<file path="config.mk">
export PLATFORM = sky130hd
export DESIGN_NAME = hss_config_regs
export DESIGN_NICKNAME = d
export VERILOG_FILES = /design/src/rtl/hss_pkg.sv /design/src/rtl/hss_config_regs.sv /design/src/rtl/hss_switch_gate.sv
export VERILOG_INCLUDE_DIRS = /design/src /design/src/rtl
export SDC_FILE = /design/constraint.sdc
export NUM_CORES = 1
export LEC_CHECK = 0
export BUFFER_PORTS_ARGS = -buffer_cell sky130_fd_sc_hd__buf_2
export CORE_MARGIN = 3
export CORE_UTILIZATION = 51
export CTS_CLUSTER_DIAMETER = 100
export CTS_CLUSTER_SIZE = 28
export DETAILED_ROUTE_END_ITERATION = 12
export PLACE_DENSITY_LB_ADDON = 0.25
export SETUP_SLACK_MARGIN = 0.15
export SYNTH_ARGS = -nofsm -noshare
export SYNTH_HDL_FRONTEND = slang
export SYNTH_SLANG_ARGS = --single-unit
</file>
<file path="constraint.sdc">
create_clock -name core_clk -period 3.18 [get_ports core_clk]
set_clock_uncertainty 0.1 [all_clocks]
set_input_delay 0.159 -clock core_clk [delete_from_list [all_inputs] [get_ports core_clk]]
set_output_delay 0.159 -clock core_clk [all_outputs]
set_load 0.05 [all_outputs]
</file>
<file path="src/rtl/hss_map.svh">
`ifndef HSS_MAP_SVH
`define HSS_MAP_SVH
// register addresses on the serial register port (7-bit)
`define HSS_ADDR_POLICY        7'h07
`define HSS_ADDR_SOURCE        7'h08
// shutdown-policy field positions
`define HSS_POL_REC3           14
`define HSS_POL_REC2           13
`define HSS_POL_REC1           12
`define HSS_POL_OT_SCOPE       11
`define HSS_POL_OV3_OFF        9
`define HSS_POL_OV2_OFF        8
`define HSS_POL_OV1_OFF        7
`define HSS_POL_LP_OV_OFF      6
`define HSS_POL_UV_OFF         5
`define HSS_POL_UV_REST        3
// writable masks and reset values
`define HSS_POL_WMASK          16'h7be8
`define HSS_POL_RESTART_KEEP   16'h7be8
`define HSS_SRC_WMASK          16'h0fff
`define HSS_POL_RESET          16'h0000
`define HSS_SRC_RESET          16'h0000
`endif

</file>
<file path="src/rtl/hss_pkg.sv">
package hss_pkg;
   typedef enum logic [3:0] {
      HSS_SRC_OFF    = 4'h0,
      HSS_SRC_ON     = 4'h1,
      HSS_SRC_TMR_A  = 4'h2,
      HSS_SRC_TMR_B  = 4'h3,
      HSS_SRC_PWM1   = 4'h4,
      HSS_SRC_PWM2   = 4'h5,
      HSS_SRC_PWM3   = 4'h6,
      HSS_SRC_PWM4   = 4'h7,
      HSS_SRC_WAKE   = 4'h8
   } hss_source_t;
   typedef enum logic [1:0] {
      HSS_MODE_NORMAL = 2'h0,
      HSS_MODE_STOP   = 2'h1,
      HSS_MODE_SLEEP  = 2'h2
   } hss_mode_t;
endpackage

</file>
<file path="src/rtl/hss_config_regs.sv">
`timescale 1ns/10ps
`include "hss_map.svh"
// How it works
// - bit8 zero cuts switch two on overvoltage
// - bit7 zero cuts switch one on overvoltage
// - bit6 governs overvoltage cut in stop/sleep
// - bit5 zero cuts all on undervoltage
// - bit3 restores switches after undervoltage clears
// - reserved bits always read zero
// - restart clears policy bits 15,10,4,2:0 and all selector bits
// - three 4-bit selectors at 11:8,7:4,3:0
// - codes 2,3 follow cyclic timers
// - codes 4-7 follow pulse generators
// - code 8 follows wake/sync pin
// - selectors reset to zero on every reset
// - bit9 zero cuts switch three on overvoltage
// - bits14-12 restore switches after overvoltage
// - bit11 picks overtemperature cut scope
module hss_config_regs
   import hss_pkg::*;
#(
   parameter int NUM_SWITCHES = 3
)(
   input  wire logic        core_clk,
   input  wire logic        reset,
   input  wire logic        restartReq,
   input  wire logic        regWrEn,
   input  wire logic        regRdEn,
   input  wire logic [6:0]  regAddr,
   input  wire logic [15:0] regWrData,
   output logic [15:0]      regRdData,
   input  wire logic        hwSrcWrEn,
   input  wire logic [11:0] hwSrcData,
   input  wire hss_mode_t   powerMode,
   input  wire logic        supplyOverVolt,
   input  wire logic        supplyUnderVolt,
   input  wire logic [2:0]  overTemp,
   input  wire logic        cyclicTimerA,
   input  wire logic        cyclicTimerB,
   input  wire logic [3:0]  pulseGen,
   input  wire logic        wakeSyncPin,
   output logic [2:0]       switchDrive,
   output logic [15:0]      policyOut,
   output logic [15:0]      sourceOut
);
   // ****************************************
   // checks
   // ****************************************
   // the selector layout and the drive pins are sized for three switches
   if (NUM_SWITCHES != 3) begin : g_bad_count
      $error("hss_config_regs serves exactly three switches");
   end

   // ****************************************
   // decode helpers
   // ****************************************
   // one address compare serves both the write and the read path
   function automatic logic addr_hit(input logic [6:0] addr, input logic [6:0] target);
      return addr == target;
   endfunction

   // reserved positions are dropped on write and again on read
   function automatic logic [15:0] keep_bits(input logic [15:0] value, input logic [15:0] mask);
      return value & mask;
   endfunction

   // normal mode has a bit per switch, low power one bit for all
   function automatic logic ov_cut(input logic fault, input logic normal, input logic ownOff,
                                   input logic lpOff);
      if (normal)
         return fault && !ownOff;
      else
         return fault && !lpOff;
   endfunction

   // ****************************************
   // input synchronisers
   // ****************************************
   // fault, timer and wake levels come from other domains; pulseGen and
   // powerMode already run on core_clk and skip the two stages
   logic [7:0] syncA_r;
   logic [7:0] syncB_r;
   always_ff @(posedge core_clk or posedge reset) begin
      if (reset) begin
         syncA_r <= 8'h00;
         syncB_r <= 8'h00;
      end else begin
         syncA_r <= {supplyOverVolt, supplyUnderVolt, overTemp, cyclicTimerA, cyclicTimerB, wakeSyncPin};
         syncB_r <= syncA_r;
      end
   end
   logic       ovS;
   logic       uvS;
   logic [2:0] otS;
   logic       tmrAS;
   logic       tmrBS;
   logic       wakeS;
   // sync bit order: overvoltage, undervoltage, three sensors, timers, wake
   assign ovS   = syncB_r[7];
   assign uvS   = syncB_r[6];
   assign otS   = syncB_r[5:3];
   assign tmrAS = syncB_r[2];
   assign tmrBS = syncB_r[1];
   assign wakeS = syncB_r[0];

   // ****************************************
   // registers
   // ****************************************
   logic [15:0] policy_r;
   logic [15:0] source_r;

   // ****************************************
   // write and read decode
   // ****************************************
   // an unmapped address matches neither, so its write lands nowhere
   logic        polSel;
   logic        srcSel;
   logic        polWr;
   logic        srcWr;
   assign polSel = addr_hit(regAddr, `HSS_ADDR_POLICY);
   assign srcSel = addr_hit(regAddr, `HSS_ADDR_SOURCE);
   assign polWr  = regWrEn && polSel;
   assign srcWr  = regWrEn && srcSel;

   // restart keeps the configuration fields and drops the reserved ones
   always_ff @(posedge core_clk or posedge reset) begin
      if (reset)
         policy_r <= `HSS_POL_RESET;
      else if (restartReq)
         policy_r <= keep_bits(policy_r, `HSS_POL_RESTART_KEEP);
      else if (polWr)
         policy_r <= keep_bits(regWrData, `HSS_POL_WMASK);
   end

   // hardware update wins over a software write in the same cycle
   always_ff @(posedge core_clk or posedge reset) begin
      if (reset)
         source_r <= `HSS_SRC_RESET;
      else if (restartReq)
         source_r <= `HSS_SRC_RESET;
      else if (hwSrcWrEn)
         source_r <= {4'h0, hwSrcData};
      else if (srcWr)
         source_r <= keep_bits(regWrData, `HSS_SRC_WMASK);
   end

   // read data is registered and holds until the next read strobe
   always_ff @(posedge core_clk or posedge reset) begin
      if (reset)
         regRdData <= 16'h0000;
      else if (regRdEn) begin
         if (polSel)
            regRdData <= keep_bits(policy_r, `HSS_POL_WMASK);
         else if (srcSel)
            regRdData <= keep_bits(source_r, `HSS_SRC_WMASK);
         else
            regRdData <= 16'h0000;
      end
   end

   // ****************************************
   // register copies
   // ****************************************
   // copies lag the registers by one cycle so they come straight from flops
   always_ff @(posedge core_clk or posedge reset) begin
      if (reset) begin
         policyOut <= 16'h0000;
         sourceOut <= 16'h0000;
      end else begin
         policyOut <= policy_r;
         sourceOut <= source_r;
      end
   end

   // ****************************************
   // shutdown policy
   // ****************************************
   logic       normalMode;
   logic       lpOvOff;
   logic [2:0] ovCut;
   logic [2:0] ovRestore;
   // a policy change while a fault stands acts at once, not at the next fault edge
   assign normalMode = (powerMode == HSS_MODE_NORMAL);
   assign lpOvOff    = policy_r[`HSS_POL_LP_OV_OFF];
   assign ovCut[0] = ov_cut(ovS, normalMode, policy_r[`HSS_POL_OV1_OFF], lpOvOff);
   assign ovCut[1] = ov_cut(ovS, normalMode, policy_r[`HSS_POL_OV2_OFF], lpOvOff);
   assign ovCut[2] = ov_cut(ovS, normalMode, policy_r[`HSS_POL_OV3_OFF], lpOvOff);
   // restore bits travel as one vector, switch one at bit 0
   assign ovRestore = {policy_r[`HSS_POL_REC3], policy_r[`HSS_POL_REC2], policy_r[`HSS_POL_REC1]};

   // ****************************************
   // undervoltage and overtemperature
   // ****************************************
   logic       uvCut;
   logic       uvRestore;
   logic       otAny;
   logic [2:0] otCut;
   assign uvCut     = uvS && !policy_r[`HSS_POL_UV_OFF];
   assign uvRestore = policy_r[`HSS_POL_UV_REST];
   assign otAny     = |otS;
   // all scope ORs the sensors; individual scope gives each switch its own
   assign otCut     = policy_r[`HSS_POL_OT_SCOPE] ? otS : {3{otAny}};

   // ****************************************
   // switch outputs
   // ****************************************
   // reserved selector codes drive off if software writes them anyway
   // each gate owns its edge detectors and fault latches
   for (genvar i = 0; i < NUM_SWITCHES; i++) begin : g_sw
      hss_switch_gate u_gate (
         .core_clk  (core_clk),
         .reset     (reset),
         .sourceSel (source_r[4*i +: 4]),
         .tmrA      (tmrAS),
         .tmrB      (tmrBS),
         .pwmGen    (pulseGen),
         .wakeSync  (wakeS),
         .cutOv     (ovCut[i]),
         .restoreOv (ovRestore[i]),
         .cutUv     (uvCut),
         .restoreUv (uvRestore),
         .cutOt     (otCut[i]),
         .drive     (switchDrive[i])
      );
   end
endmodule // hss_config_regs

</file>
<file path="src/rtl/hss_switch_gate.sv">
`timescale 1ns/10ps
// one switch: source mux plus overvoltage and undervoltage shutdown and restore latches
module hss_switch_gate
   import hss_pkg::*;
(
   input  wire logic       core_clk,
   input  wire logic       reset,
   input  wire logic [3:0] sourceSel,
   input  wire logic       tmrA,
   input  wire logic       tmrB,
   input  wire logic [3:0] pwmGen,
   input  wire logic       wakeSync,
   input  wire logic       cutOv,
   input  wire logic       restoreOv,
   input  wire logic       cutUv,
   input  wire logic       restoreUv,
   input  wire logic       cutOt,
   output logic            drive
);
   logic srcLevel;
   logic ovLatched_r;
   logic uvLatched_r;
   logic cutOvD_r;
   logic cutUvD_r;

   always_comb begin
      unique case (sourceSel)
         HSS_SRC_OFF:   srcLevel = 1'b0;
         HSS_SRC_ON:    srcLevel = 1'b1;
         HSS_SRC_TMR_A: srcLevel = tmrA;
         HSS_SRC_TMR_B: srcLevel = tmrB;
         HSS_SRC_PWM1:  srcLevel = pwmGen[0];
         HSS_SRC_PWM2:  srcLevel = pwmGen[1];
         HSS_SRC_PWM3:  srcLevel = pwmGen[2];
         HSS_SRC_PWM4:  srcLevel = pwmGen[3];
         HSS_SRC_WAKE:  srcLevel = wakeSync;
         // reserved codes: safest answer is off
         default:       srcLevel = 1'b0;
      endcase
   end

   // latch stays off after the fault unless restore is set or the selector goes to the off code
   always_ff @(posedge core_clk or posedge reset) begin
      if (reset) begin
         ovLatched_r <= 1'b0;
         cutOvD_r    <= 1'b0;
      end else begin
         cutOvD_r <= cutOv;
         if (cutOv && !cutOvD_r)
            ovLatched_r <= 1'b1;
         else if (!cutOv && cutOvD_r && restoreOv)
            ovLatched_r <= 1'b0;
         else if (sourceSel == HSS_SRC_OFF)
            ovLatched_r <= 1'b0;
      end
   end

   always_ff @(posedge core_clk or posedge reset) begin
      if (reset) begin
         uvLatched_r <= 1'b0;
         cutUvD_r    <= 1'b0;
      end else begin
         cutUvD_r <= cutUv;
         if (cutUv && !cutUvD_r)
            uvLatched_r <= 1'b1;
         else if (!cutUv && cutUvD_r && restoreUv)
            uvLatched_r <= 1'b0;
         else if (sourceSel == HSS_SRC_OFF)
            uvLatched_r <= 1'b0;
      end
   end

   always_ff @(posedge core_clk or posedge reset) begin
      if (reset)
         drive <= 1'b0;
      else
         drive <= srcLevel && !cutOv && !cutUv && !cutOt && !ovLatched_r && !uvLatched_r;
   end
endmodule // hss_switch_gate

</file>
==> qor.csv <==
metric;value;unit
result of the run;finished, final reports clean;
DRC violations left;0;
estimated wirelength of the detail-placed design;5480;um
antenna violations before repair;0;
xor and xnor area share after synthesis;0;%
WHS Path Cells;3;
synthesized-area fraction occupied by adder cells;0;%
Power Dens Cells;551;nW/um^2
Post-Synth Simple-Gate Area;11.1;%
Clk Tree Root Cell;clkbuf_8;
GR Util met2;33.6;%
total setup violations reported at the end of the flow;0;
compound-gate portion of the synthesized area;12.2;%
boundary pin count;106;
worst-path cell chain;mux2_2 -> a2111oi_0 -> a21oi_1 -> nor4b_1;
top cell type by total area after synthesis;dfrtp_1;
CTS buffer count;9;
Worst Reg2Reg Path Length in Cells;4;
pin slew with the least headroom to its limit;0.743;ns
CTS clk-pin slew, worst paths;0.09;ns
DIE AREA;8000;um^2
aggregate global routing overflow;0;
Synth Warn #;0;
leakage power figure;2.22;nW
worst setup slack after layout;1.33;ns
setup repair after global routing missed its margin;false;
routed wire length;7810;um
area growth from synthesis to layout;24.9;%
Max Cap Violations;0;
gate family responsible for the most delay along the worst path;flip-flops;
VDD IR max;0.410;mV
via count of the routed design;2573;
horizontal die dimension;89.5;um
maximum clock insertion buffer count;2;
Post-Route Utilization;67.9;%
total power consumption of the routed design;2.45;mW
buffers and inverters on the worst path;0;
post-detailed-placement cell area;4020;um^2
most used flip-flop cell after synthesis;dfrtp_1;
Pre-Repair DR Iteration Count;4;
arrival time of data at the critical path endpoint;1.98;ns
number of vias per cell after detailed routing;5.43;
Worst path depth;4;
Vert. Die Dim;89.5;um
number of sinks driven by the clock tree;88;
required time reported for the critical path endpoint;3.31;ns
clock tree from TritonCTS;yes;
placed cells;439;
Final Max Tran Viols;0;
post-route worst hold slack;0.0326;ns
Worst Setup Slack post-DPL;1.18;ns
Std-Cell Core Area;6530;um^2
Starting DRT DRC Count;188;
Slew headroom;50.4;%
met1 Resource Use GR;28.1;%
final RePlAce weighted congestion;0.807;
list of most frequent post-synthesis cells;88 x dfrtp_1, 32 x nor2_1, 17 x mux2i_1;
Unique masters post-synth;43;
post-route clock period utilization;58.2;%
number of global-route vias before repair;2504;
wire length of the first global-routing pass;12300;um
Cell Area, Synth;3550;um^2
H-tree depth reported by CTS;3;
Fmax achieved;540;MHz
per-instance average area after synthesis;12.6;um^2
class of the most critical setup path;reg2reg;
antenna diode instance count;0;
share of synthesized area spent on multiplexers;9.23;%
flip-flop and latch count after synthesis;88;
Post-synth EDFFs;0;
global-route track usage on met3;5.62;%
critical path peak fanout;9;
largest family of logic cells by synthesized area;compound AO/OA/AOI/OAI gates;
final hold violations;0;
initial core utilization;54.4;%
number of instances in the synthesized netlist;283;
time the worst path needs with I/O delays and setup;1.85;ns
Startpoint Class;flop;
Final #Nets;447;
Port Buffer Count;93;
Core Rows;29;
peak per-stage delay on the critical path;0.55;ns
synth top area cells;dfrtp_1 62%, mux2i_1 4.8%, mux2_2 4.4%, nor2_1 3.4%, a211oi_1 3.2%;
cell with the most instances after synthesis;dfrtp_1;
final cell area excluding filler cells;4440;um^2
path class of the lowest-slack min-delay path;in2reg;
global router's overall resource usage;20.9;%
Clk Latency, worst-skew pair;0.35;ns
setup TNS after final layout;0;ns
routing layer with the top usage in global route;met2;
share of final-layout standard cells stronger than drive strength 1;34.0;%
sort of element at the end of the critical path;flop;
Post-CTS Repair Setup Buffers;0;
largest net degree at the start of global routing;48;
post-synthesis async set-or-reset flop share;100;%
area share of the largest cell type after synthesis;62.0;%
average wire length per cell after detail routing;16.5;um
cell type of the slowest stage on the worst timing path;dfrtp_1;
Cell Count, Final, Fillers Out;474;
sequential share of the synthesized area;62.0;%
number of antenna-violating nets in the routed design;0;
-- flip-flops by register name, summed over array words and instances (netlist names) --
| register | flops |
|---|---|
| source_r | 12 |
| policy_r | 10 |
| g_sw.u_gate.cutUvD_r | 1 |
| sourceOut | 12 |
| syncB_r | 8 |
| regRdData | 15 |
| g_sw.u_gate.ovLatched_r | 3 |
| g_sw.u_gate.drive | 3 |
| policyOut | 10 |
| g_sw.u_gate.cutOvD_r | 3 |
| syncA_r | 8 |
| g_sw.u_gate.uvLatched_r | 3 |
-- metal layers --
layer,routed length (um),share of wire (%)
met1,3340,43
met2,3840,49
met3,570,7.3
met4,63,0.81
met5,0,0
-- worst reg2reg max path, stage by stage (launching register included) --
cell and delay, ns:
dfrtp_1 0.55, mux2_2 0.38, a2111oi_0 0.43, a21oi_1 0.10
nor4b_1 0.17
-- layout make-up --
| cell class | instances | area [um^2] |
|---|---|---|
| Clock inverter | 7 | 101 |
| Tap cell | 77 | 96.3 |
| Inverter | 8 | 31.3 |
| Multi-Input combinational cell | 171 | 1200 |
| Clock buffer | 9 | 124 |
| Fill cell | 505 | 2100 |
| Sequential cell | 88 | 2200 |
| Timing Repair Buffer | 114 | 683 |
-- kinds of logic after synthesis --
kind of cell | Yosys count
other cells | 1
buf+inv | 34
mux | 31
compound gates | 56
flops | 88
simple gates | 73
-- report_power, final --
group,internal (mW),switching [mW]
registers,1.18,0.0567
logic,0.123,0.227
clock network,0.449,0.407
total,1.75,0.691
-- repair_timing --
item,in CTS,in global routing
hold endpoints to repair,59,0
hold buffers,19,0
resized for setup,0,0
-- cell usage in the layout (no fill, tap or decap), drive strengths merged, types with 9 or more instances in the layout --
cell type / instances
dfrtp: 88
mux2i: 17
buf: 95
dlygate4sd3: 19
conb: 11
mux2: 14
clkbuf: 9
inv: 9
nor2: 32
a211oi: 15
-- worst paths after layout --
kind                       slack (ns)                    start                              to
max                              1.33  source_r[5]$_DFFE_PP0P_  g_sw[1].u_gate.drive$_DFF_PP0_
min                              0.03             regWrData[0]         source_r[0]$_DFFE_PP0P_
max reg2reg                      1.33  source_r[5]$_DFFE_PP0P_  g_sw[1].u_gate.drive$_DFF_PP0_
min reg2reg                      0.24     syncA_r[7]$_DFF_PP0_            syncB_r[7]$_DFF_PP0_
max in group asynchronous        1.94                    reset            syncB_r[2]$_DFF_PP0_
min in group asynchronous        0.34                    reset          policyOut[6]$_DFF_PP0_
Note: power is estimated with default switching activity, not from simulation.
